File: src/common/cif_pkg.sv
package cif_pkg;

   // Register indices; the byte address on the bus is four times the index.
   localparam logic [3:0] IDX_SOURCE = 4'h3;
   localparam logic [3:0] IDX_ENABLE = 4'h4;
   localparam logic [3:0] IDX_LEVEL  = 4'h5;
   localparam logic [3:0] IDX_EVENTS = 4'h6;
   localparam logic [3:0] IDX_MASK   = 4'h7;

   // Field positions shared by the source, enable, event and mask registers.
   localparam int BIT_BUS_ERROR  = 7;
   localparam int BIT_ARB_LOST   = 6;
   localparam int BIT_ERR_PASS   = 5;
   localparam int BIT_WAKE_UP    = 4;
   localparam int BIT_OVERRUN    = 3;
   localparam int BIT_ERR_CHANGE = 2;
   localparam int BIT_TRANSMIT   = 1;
   localparam int BIT_RECEIVE    = 0;

   // Positions inside the watched status vector handed to the edge finder.
   localparam int WB_ERR_PASS = 0;
   localparam int WB_ERR_STAT = 1;
   localparam int WB_BUS_STAT = 2;
   localparam int WB_OVERRUN  = 3;
   localparam int WB_TX_BUF   = 4;
   localparam int WB_ACTIVITY = 5;
   localparam int WATCH_W     = 6;

   // Error counter limits.
   localparam logic [7:0] WARNING_LIMIT = 8'h60;
   localparam logic [7:0] PASSIVE_LIMIT = 8'h7f;

   // Reset values.
   localparam logic [7:0]  RST_SOURCE = 8'h00;
   localparam logic [7:0]  RST_ENABLE = 8'h00;
   localparam logic [7:0]  RST_LEVEL  = 8'h00;
   localparam logic [7:0]  RST_EVENTS = 8'h00;
   localparam logic [7:0]  RST_MASK   = 8'h00;
   localparam logic [31:0] RST_RDATA  = 32'h0000_0000;

endpackage

File: src/rtl/cif_can_irq.sv
`timescale 1ns/1ps

// Functional notes
// RQ1 - Interrupt request is high exactly while any source flag is set.
// RQ2 - Reading the source register clears all flags except the receive flag. The code clears only the flags held in the captured read data.
// RQ3 - Source register is read-only; writes change no flag.
// RQ4 - Bus error flag sets on a bus error when its enable is on.
// RQ5 - After a bus error flag, further ones wait for an error capture read.
// RQ6 - Arbitration lost flag sets on lost arbitration when enabled.
// RQ7 - After arbitration lost, further ones wait for a capture register read.
// RQ8 - Error passive flag sets entering or leaving error passive (above 127).
// RQ9 - Wake-up flag sets on bus activity while sleeping, when enabled.
// RQ10 - Wake-up flag also sets on sleep attempt during activity or pending irq.
// RQ11 - Overrun flag sets only on a rising overrun status, when enabled.
// RQ12 - Error change flag sets on any change of error or bus status.
// RQ13 - Transmit flag sets when transmit buffer goes from locked to released.
// RQ14 - Receive flag sets on byte count above level or high-priority accept.
// RQ15 - High-priority accept sets receive flag at once; others wait for level.
// RQ16 - Release command clears receive flag; it returns if messages remain.
// RQ17 - Level check counts only bytes of complete messages.
// RQ18 - Error status is set when either counter reaches 96 or more.
// RQ19 - Reset clears every source flag so no request is pending.
module cif_can_irq #(
   parameter int CNT_W = 8
) (
   input  wire logic             clk_sys,
   input  wire logic             rst_n,
   input  wire logic [5:0]       avs_address,
   input  wire logic             avs_read,
   input  wire logic             avs_write,
   input  wire logic [31:0]      avs_writedata,
   input  wire logic [3:0]       avs_byteenable,
   output logic      [31:0]      avs_readdata,
   output logic                  avs_waitrequest,
   input  wire logic             bus_error_evt,
   input  wire logic             err_capture_read,
   input  wire logic             arb_lost_evt,
   input  wire logic             arb_capture_read,
   input  wire logic [7:0]       tx_err_count,
   input  wire logic [7:0]       rx_err_count,
   input  wire logic             bus_status,
   input  wire logic             sleeping,
   input  wire logic             bus_activity,
   input  wire logic             sleep_request,
   input  wire logic             data_overrun_status,
   input  wire logic             tx_buf_status,
   input  wire logic [CNT_W-1:0] rx_complete_bytes,
   input  wire logic [CNT_W-1:0] rx_msg_count,
   input  wire logic             hi_prio_accept,
   input  wire logic             release_rx_buf,
   output logic                  err_status,
   output logic                  can_irq,
   output logic                  event_irq
);

   initial begin
      if (CNT_W < 1 || CNT_W > 8) begin
         $error("cif_can_irq needs CNT_W between 1 and 8");
      end
   end

   ////////////////////////////////////////////////////////////////////////////

   logic [7:0]         can_interrupt_source;
   logic [7:0]         int_enable;
   logic [7:0]         receive_interrupt_level;
   logic [7:0]         event_log;
   logic [7:0]         event_mask;
   logic               ack;
   logic               take;
   logic               rd_take;
   logic               wr_take;
   logic [3:0]         index;
   logic               bus_error_lock;
   logic               arb_lost_lock;
   logic               rx_recheck;
   logic               err_passive;
   logic [7:0]         set_vec;
   logic [7:0]         clr_vec;
   logic [7:0]         next_source;
   logic [31:0]        next_rdata;
   logic [cif_pkg::WATCH_W-1:0] watch;
   logic [cif_pkg::WATCH_W-1:0] rise;
   logic [cif_pkg::WATCH_W-1:0] fall;
   logic [7:0]         complete_bytes;
   logic [7:0]         msgs_left;

   function automatic logic counters_reach(input logic [7:0] a,
                                           input logic [7:0] b,
                                           input logic [7:0] lim);
      counters_reach = (a >= lim) || (b >= lim);
   endfunction

   function automatic logic changed(input int pos,
                                    input logic [cif_pkg::WATCH_W-1:0] r,
                                    input logic [cif_pkg::WATCH_W-1:0] f);
      changed = r[pos] | f[pos];
   endfunction

   ////////////////////////////////////////////////////////////////////////////
   // Avalon slave: every request waits one cycle, then completes.

   assign avs_waitrequest = (avs_read | avs_write) & ~ack;
   assign take            = (avs_read | avs_write) & ack;
   assign rd_take         = take & avs_read;
   assign wr_take         = take & avs_write & avs_byteenable[0];
   assign index           = avs_address[5:2];

   always_ff @(posedge clk_sys or negedge rst_n) begin
      if (!rst_n) begin
         ack <= 1'b0;
      end else begin
         ack <= (avs_read | avs_write) & ~ack;
      end
   end

   always_comb begin
      next_rdata = 32'h0000_0000;
      unique case (index)
         cif_pkg::IDX_SOURCE: next_rdata[7:0] = can_interrupt_source;
         cif_pkg::IDX_ENABLE: next_rdata[7:0] = int_enable;
         cif_pkg::IDX_LEVEL:  next_rdata[7:0] = receive_interrupt_level;
         cif_pkg::IDX_EVENTS: next_rdata[7:0] = event_log;
         cif_pkg::IDX_MASK:   next_rdata[7:0] = event_mask;
         default:             next_rdata = 32'h0000_0000;
      endcase
   end

   // Read data are captured one edge early and stand while waitrequest is low.
   always_ff @(posedge clk_sys or negedge rst_n) begin
      if (!rst_n) begin
         avs_readdata <= cif_pkg::RST_RDATA;
      end else if (avs_read && !ack) begin
         avs_readdata <= next_rdata;
      end
   end

   always_ff @(posedge clk_sys or negedge rst_n) begin
      if (!rst_n) begin
         int_enable              <= cif_pkg::RST_ENABLE;
         receive_interrupt_level <= cif_pkg::RST_LEVEL;
         event_mask              <= cif_pkg::RST_MASK;
      end else if (wr_take) begin
         if (index == cif_pkg::IDX_ENABLE) begin
            int_enable <= avs_writedata[7:0];
         end
         if (index == cif_pkg::IDX_LEVEL) begin
            receive_interrupt_level <= avs_writedata[7:0];
         end
         if (index == cif_pkg::IDX_MASK) begin
            event_mask <= avs_writedata[7:0];
         end
      end
   end

   ////////////////////////////////////////////////////////////////////////////
   // Status levels and their changes.

   assign err_status  = counters_reach(tx_err_count, rx_err_count,
                                       cif_pkg::WARNING_LIMIT); // see RQ18
   assign err_passive = (tx_err_count > cif_pkg::PASSIVE_LIMIT) ||
                        (rx_err_count > cif_pkg::PASSIVE_LIMIT); // see RQ8

   always_comb begin
      watch = '0;
      watch[cif_pkg::WB_ERR_PASS] = err_passive;
      watch[cif_pkg::WB_ERR_STAT] = err_status;
      watch[cif_pkg::WB_BUS_STAT] = bus_status;
      watch[cif_pkg::WB_OVERRUN]  = data_overrun_status;
      watch[cif_pkg::WB_TX_BUF]   = tx_buf_status;
      watch[cif_pkg::WB_ACTIVITY] = bus_activity;
   end

   cif_edge_det #(
      .W       (cif_pkg::WATCH_W)
   ) u_edges (
      .clk_sys (clk_sys),
      .rst_n   (rst_n),
      .level   (watch),
      .rise    (rise),
      .fall    (fall)
   );

   assign complete_bytes = 8'(rx_complete_bytes);
   assign msgs_left      = 8'(rx_msg_count);

   ////////////////////////////////////////////////////////////////////////////
   // Event set terms, each gated by its enable.

   always_comb begin
      set_vec = 8'h00;
      set_vec[cif_pkg::BIT_BUS_ERROR] = bus_error_evt && !bus_error_lock &&
         int_enable[cif_pkg::BIT_BUS_ERROR]; // see RQ4 see RQ5
      set_vec[cif_pkg::BIT_ARB_LOST] = arb_lost_evt && !arb_lost_lock &&
         int_enable[cif_pkg::BIT_ARB_LOST]; // see RQ6 see RQ7
      set_vec[cif_pkg::BIT_ERR_PASS] = int_enable[cif_pkg::BIT_ERR_PASS] &&
         changed(cif_pkg::WB_ERR_PASS, rise, fall); // see RQ8
      set_vec[cif_pkg::BIT_WAKE_UP] = int_enable[cif_pkg::BIT_WAKE_UP] &&
         ((sleeping && rise[cif_pkg::WB_ACTIVITY]) || // see RQ9
          (sleep_request && (bus_activity || can_irq))); // see RQ10
      set_vec[cif_pkg::BIT_OVERRUN] = int_enable[cif_pkg::BIT_OVERRUN] &&
         rise[cif_pkg::WB_OVERRUN]; // see RQ11
      set_vec[cif_pkg::BIT_ERR_CHANGE] = int_enable[cif_pkg::BIT_ERR_CHANGE] &&
         (changed(cif_pkg::WB_ERR_STAT, rise, fall) ||
          changed(cif_pkg::WB_BUS_STAT, rise, fall)); // see RQ12
      set_vec[cif_pkg::BIT_TRANSMIT] = int_enable[cif_pkg::BIT_TRANSMIT] &&
         rise[cif_pkg::WB_TX_BUF]; // see RQ13
      // Only bytes of complete messages are counted against the level.
      // During a release the counts still hold the message being freed, so
      // the level term waits for the recheck cycle; otherwise the flag could
      // outlive the last message in the store.
      set_vec[cif_pkg::BIT_RECEIVE] = int_enable[cif_pkg::BIT_RECEIVE] &&
         (hi_prio_accept || // see RQ15
          (!release_rx_buf &&
           complete_bytes > receive_interrupt_level) || // see RQ14 see RQ17
          (rx_recheck && msgs_left != 8'h00)); // see RQ16
   end

   // Only bits that the reader actually saw are cleared, so a flag raised
   // between the capture of the read data and the completing edge survives.
   always_comb begin
      clr_vec = 8'h00;
      if (rd_take && index == cif_pkg::IDX_SOURCE) begin
         clr_vec[7:1] = avs_readdata[7:1]; // see RQ2
      end
      clr_vec[cif_pkg::BIT_RECEIVE] = release_rx_buf; // see RQ16
      // Writes never reach the source register. see RQ3
      next_source = (can_interrupt_source & ~clr_vec) | set_vec;
   end

   ////////////////////////////////////////////////////////////////////////////

   always_ff @(posedge clk_sys or negedge rst_n) begin
      if (!rst_n) begin
         can_interrupt_source <= cif_pkg::RST_SOURCE; // see RQ19
      end else begin
         can_interrupt_source <= next_source;
      end
   end

   // The receive flag is looked at again the cycle after a release, once
   // the message count reflects the freed buffer.
   always_ff @(posedge clk_sys or negedge rst_n) begin
      if (!rst_n) begin
         rx_recheck <= 1'b0;
      end else begin
         rx_recheck <= release_rx_buf; // see RQ16
      end
   end

   always_ff @(posedge clk_sys or negedge rst_n) begin
      if (!rst_n) begin
         bus_error_lock <= 1'b0;
      end else if (set_vec[cif_pkg::BIT_BUS_ERROR]) begin
         bus_error_lock <= 1'b1; // see RQ5
      end else if (err_capture_read) begin
         bus_error_lock <= 1'b0;
      end
   end

   always_ff @(posedge clk_sys or negedge rst_n) begin
      if (!rst_n) begin
         arb_lost_lock <= 1'b0;
      end else if (set_vec[cif_pkg::BIT_ARB_LOST]) begin
         arb_lost_lock <= 1'b1; // see RQ7
      end else if (arb_capture_read) begin
         arb_lost_lock <= 1'b0;
      end
   end

   // Sticky log of enabled events, cleared by writing ones; set wins.
   always_ff @(posedge clk_sys or negedge rst_n) begin
      if (!rst_n) begin
         event_log <= cif_pkg::RST_EVENTS;
      end else if (wr_take && index == cif_pkg::IDX_EVENTS) begin
         event_log <= (event_log & ~avs_writedata[7:0]) | set_vec;
      end else begin
         event_log <= event_log | set_vec;
      end
   end

   assign can_irq   = |can_interrupt_source; // see RQ1
   assign event_irq = |(event_log & event_mask);

   ////////////////////////////////////////////////////////////////////////////

   logic src_read;
   assign src_read = rd_take && index == cif_pkg::IDX_SOURCE;

   a_irq_cause: assert property (@(posedge clk_sys) disable iff (!rst_n)
      $rose(can_irq) |-> $past(set_vec) != 8'h00) // see RQ1
      else $error("interrupt request rose without an event");

   a_read_clears: assert property (@(posedge clk_sys) disable iff (!rst_n)
      (src_read && set_vec[7:1] == 7'h00) |=>
         (can_interrupt_source[7:1] & $past(avs_readdata[7:1])) == 7'h00)
      else $error("read of source register left a seen flag set"); // see RQ2

   a_read_keeps_rx: assert property (@(posedge clk_sys) disable iff (!rst_n)
      (src_read && !release_rx_buf && can_interrupt_source[0]) |=>
         can_interrupt_source[0]) // see RQ2
      else $error("read cleared the receive flag");

   a_write_ignored: assert property (@(posedge clk_sys) disable iff (!rst_n)
      (wr_take && index == cif_pkg::IDX_SOURCE && set_vec == 8'h00 &&
       !release_rx_buf) |=> $stable(can_interrupt_source)) // see RQ3
      else $error("write changed the source register");

   a_be_locked: assert property (@(posedge clk_sys) disable iff (!rst_n)
      set_vec[7] ##1 (!err_capture_read)[*2] |-> !set_vec[7]) // see RQ5
      else $error("bus error flag raised while locked");

   a_al_locked: assert property (@(posedge clk_sys) disable iff (!rst_n)
      (set_vec[6] ##1 arb_lost_evt && !arb_capture_read) |-> !set_vec[6])
      else $error("arbitration lost raised while locked"); // see RQ7

   a_ovr_rise: assert property (@(posedge clk_sys) disable iff (!rst_n)
      set_vec[3] |-> $rose(data_overrun_status) && int_enable[3]) // see RQ11
      else $error("overrun flag set without a rising status");

   a_tx_release: assert property (@(posedge clk_sys) disable iff (!rst_n)
      (int_enable[1] && $rose(tx_buf_status)) |=>
         can_interrupt_source[1] && can_irq) // see RQ13
      else $error("transmit release did not raise the flag");

   a_hi_prio: assert property (@(posedge clk_sys) disable iff (!rst_n)
      (int_enable[0] && hi_prio_accept) |=> can_interrupt_source[0])
      else $error("high priority accept did not raise receive"); // see RQ15

   a_rx_release: assert property (@(posedge clk_sys) disable iff (!rst_n)
      (release_rx_buf && !set_vec[0]) |=> !can_interrupt_source[0]) // see RQ16
      else $error("release did not clear the receive flag");

   a_err_change: assert property (@(posedge clk_sys) disable iff (!rst_n)
      (int_enable[2] && $changed(bus_status)) |=> can_interrupt_source[2])
      else $error("bus status change left error flag clear"); // see RQ12

   c_read_clear: cover property (@(posedge clk_sys) disable iff (!rst_n)
      src_read && avs_readdata[7:1] != 7'h00);

   c_release_again: cover property (@(posedge clk_sys) disable iff (!rst_n)
      release_rx_buf ##1 set_vec[0] ##1 can_interrupt_source[0]);

   c_sleep_wake: cover property (@(posedge clk_sys) disable iff (!rst_n)
      sleep_request && can_irq ##1 can_interrupt_source[4]);

endmodule

File: src/rtl/cif_edge_det.sv
`timescale 1ns/1ps

// Finds rising and falling changes of a vector of status levels.
module cif_edge_det #(
   parameter int W = 6
) (
   input  wire logic         clk_sys,
   input  wire logic         rst_n,
   input  wire logic [W-1:0] level,
   output logic      [W-1:0] rise,
   output logic      [W-1:0] fall
);

   logic [W-1:0] prev;

   initial begin
      if (W < 1) begin
         $error("cif_edge_det needs W of at least 1");
      end
   end

   always_ff @(posedge clk_sys or negedge rst_n) begin
      if (!rst_n) begin
         prev <= '0;
      end else begin
         prev <= level;
      end
   end

   assign rise = level & ~prev;
   assign fall = ~level & prev;

endmodule

File: config.mk
export PLATFORM = sky130hd
export DESIGN_NAME = cif_can_irq
export DESIGN_NICKNAME = d
export VERILOG_FILES = /design/src/common/cif_pkg.sv /design/src/rtl/cif_can_irq.sv /design/src/rtl/cif_edge_det.sv
export SDC_FILE = /design/constraint.sdc
export NUM_CORES = 1
export LEC_CHECK = 0
export ABC_AREA = 1
export BUFFER_PORTS_ARGS = -buffer_cell sky130_fd_sc_hd__buf_4
export CORE_UTILIZATION = 50
export CTS_BUF_LIST = sky130_fd_sc_hd__clkbuf_4 sky130_fd_sc_hd__clkbuf_8
export CTS_CLUSTER_DIAMETER = 60
export DETAILED_ROUTE_END_ITERATION = 8
export PLACE_DENSITY_LB_ADDON = 0.25
export SYNTH_ARGS = -nofsm -noshare
export SYNTH_HDL_FRONTEND = slang
export SYNTH_SLANG_ARGS = --single-unit
export TNS_END_PERCENT = 5
File: constraint.sdc
create_clock -name clk_sys -period 3.2 [get_ports clk_sys]
set_clock_uncertainty 0.2 [all_clocks]
set_input_delay 0.64 -clock clk_sys [delete_from_list [all_inputs] [get_ports clk_sys]]
set_output_delay 0.64 -clock clk_sys [all_outputs]
set_load 0.02 [all_outputs]
==> summary.md <==
| Metric | Value |
|---|---|
| Setup CP Type | `register to primary output` |
| H-Tree Depth | `3` |
| Clk sinks | `58` |
| Length of the first detailed-routing pass in iterations | `4` |
| Root Buffer | `clkbuf_8` |
| # fillers | `511` |
| Primary FF master, synth | `dfrtp_1` |
| Crit-path max cell delay | `400 ps` |
| Crit-path cells | `nand2_1, o21ai_0, a221oi_1, nand2_1, buf_4` |
| Post-synthesis sequential area ratio | `0.4829` |
| Fin util | `0.6429` |
| Worst-Margin Slew | `715.9 ps` |
| Post-placement cell count | `504` |
| Final Hold Vio Count | `0` |
| PwrDens | `554.3 mW/mm2` |
| Final Cell Area | `0.003627 mm2` |
| Initial drt markers | `295` |
| Flops & latches, synth | `58` |
| Avg Inst Size Synth | `8.036 um2` |
| Detailed Place HPWL | `4945 um` |
| Core Area | `0.005642 mm2` |
| Storage cell area | `0.001451 mm2` |
| Drt via density | `4.927` |
| Startpoint types | `register` |
| CTS tree | `done` |
| CP Data Required Time | `2360 ps` |
| Top Ports | `126` |
| Reg2reg end | `event_log[6]` |
| Global-route total usage across every layer | `0.2280` |
| # DRC | `0` |
| Initial antenna violation count | `0` |
| Synthesis Warnings | `0` |
| Rows | `27` |
| Reg-to-reg startpoint | `ack` |
| Post-cts resize count | `0` |
| Peak VDD IR | `0.4102 mV` |
| RSZ-0062 raised after global routing | `no` |
| Asr flop ratio synth | `1.000` |
| Worst Setup End Kind | `primary output` |
| Global-route wire length before repair | `10870 um` |
| Diodes inserted | `0` |
| Max_cap viols | `0` |
| CP max stage cell | `dfrtp_1` |
| Most common cell in the netlist | `nand2_1` |
| Initial Util | `0.5327` |
| Nets | `541` |
| Routed WL | `6661 um` |
| WL per Instance | `12.83 um` |
| Die Wd | `79.53 um` |
| Synth Instances | `374` |
| Post-CTS setup buffer count | `0` |
| CTS clk-pin slew, worst paths | `70 ps` |
| Period minus WS final | `2306 ps` |
| Clk_lat worst skew | `320 ps` |
| WP buf/inv | `1` |
| Reg2Reg Depth | `5` |
| FF-to-FF setup slack | `1400 ps` |
| Share of the synthesized area in the top cell type | `0.4829` |
| Hold-fix buffers, CTS | `0` |
| Gpl congestion | `0.8215` |
| Area after DPL | `0.003453 mm2` |
| Final Slew Violations | `0` |
| Setup TNS | `0 ps` |
| Ratio of cells with drive above 1 in the final layout | `0.1946` |
| Quantity of I/O buffers inserted on ports | `62` |
| Most frequent CP cell | `nand2_1` |
| Crit path max-delay family | `flip-flops` |
| Final setup violation count | `0` |
| Area added between synthesis and finish | `20.69%` |
| Die area | `0.006325 mm2` |
| Total power | `0.002011 W` |
| Synth area leader | `dfrtp_1` |
| Synth unique cells | `27` |
| Final Cycle Share | `0.7205` |
| Number of flops mapped to enable cells by yosys | `0` |
| Mapped Area | `0.003005 mm2` |
| Arr. time, crit path | `1470 ps` |
| Final Non-Filler Cells | `519` |
| Top cells by area, synth | `dfrtp_1, nand2_1, inv_1, o21ai_0, buf_4` |
| Die height | `79.53 um` |
| Fmax | `433.7 MHz` |
| Area of the multi-input gates | `0.001225 mm2` |
| Status | `completed` |
| Relative slew margins | `0.5228` |
| Post-synth top cells | `nand2_1, dfrtp_1, inv_1` |
| HP Class | `input port to asynchronous set/reset pin` |
| Cts bufs inserted | `9` |
| Via count | `2557` |
| CP max FO | `3` |
| Pin count of the biggest net entering global routing | `59` |
| Leak | `1.880 nW` |
| Total congestion overflow | `0` |
| Longest Clk Path Bufs | `2` |
| Routed Antenna Nets | `0` |
| Vias in the first global route | `2389` |
## logic make-up (layout without fill, tap and decap cells)
kind of cell,count (synthesis),in the layout,synth area share
xor+xnor,2,2,0.005830
fa+ha+maj,8,8,0.03331
compound gates,68,68,0.1199
flops,58,58,0.4829
other cells,1,24,0.001248
simple gates,151,151,0.2186
buf+inv,86,136,0.1382
## worst max-delay path by stage
stage	from	to	slack, ps	cells past startpoint
after floorplan	avs_read	avs_waitrequest	1300	2
final	event_mask[4]	event_irq	890	5
after global routing	can_interrupt_source[4]	can_irq	770	3
after detailed placement	avs_address[5]	event_log[6]	1090	7
after CTS	event_mask[4]	event_irq	890	5
after global placement	avs_address[3]	can_interrupt_source[7]	1130	6
## layout by cell type (no fill, tap or decap), types with 6 or more instances in the layout
| master | n |
|---|---|
| buf_4 | 62 |
| dfrtp_1 | 58 |
| o21ai_0 | 42 |
| inv_1 | 58 |
| o21ai_1 | 9 |
| clkbuf_8 | 11 |
| nor2_1 | 14 |
| conb_1 | 24 |
| nand3_1 | 11 |
| o22ai_1 | 8 |
| a21oi_1 | 6 |
| ha_1 | 8 |
| nand2_1 | 109 |
## layer usage
layer  GRT usage  vias up  wire length (um)
li1            -     1279                 -
met1      0.2917     1177              2883
met2      0.3906       97              3347
met3     0.03429        4               406
met4     0.08000        0                23
met5           0        -                 0
## flip-flops by register name (all words and copies together), names as in the netlist
name / flops
avs_readdata: 8
can_interrupt_source: 8
event_log: 8
event_mask: 8
int_enable: 8
receive_interrupt_level: 8
u_edges.prev: 6
ack: 1
arb_lost_lock: 1
bus_error_lock: 1
rx_recheck: 1
## worst register-to-register path, stage by stage (launching register included)
cell and delay (ps):
dfrtp_1 400, nand2_1 80, nor2_2 220, nand4_1 400
o21ai_0 320, nand2_1 70
## layout make-up
class | instances | share of cell area
sequential | 58 | 0.4001
multi-input combinational | 253 | 0.3377
timing repair buffer | 62 | 0.1283
inverter | 59 | 0.06106
clock buffer | 12 | 0.04381
tap | 72 | 0.02484
clock inverter | 3 | 0.004139
## through the flow
stage	worst slack (ps)	hold WS, ps
finish	894.3	165.2
global route	766.1	218.0
CTS	893.0	200.8
detailed placement	1091	275.4
global placement	1127	268.1
floorplan	1298	144.4
## where the power goes
group	internal, W	switching, W
clock network	0.000324	0.000278
registers	0.000874	0.000104
logic	0.000178	0.000252
total	0.00138	0.000635
Note: power is estimated with default switching activity, not from simulation.
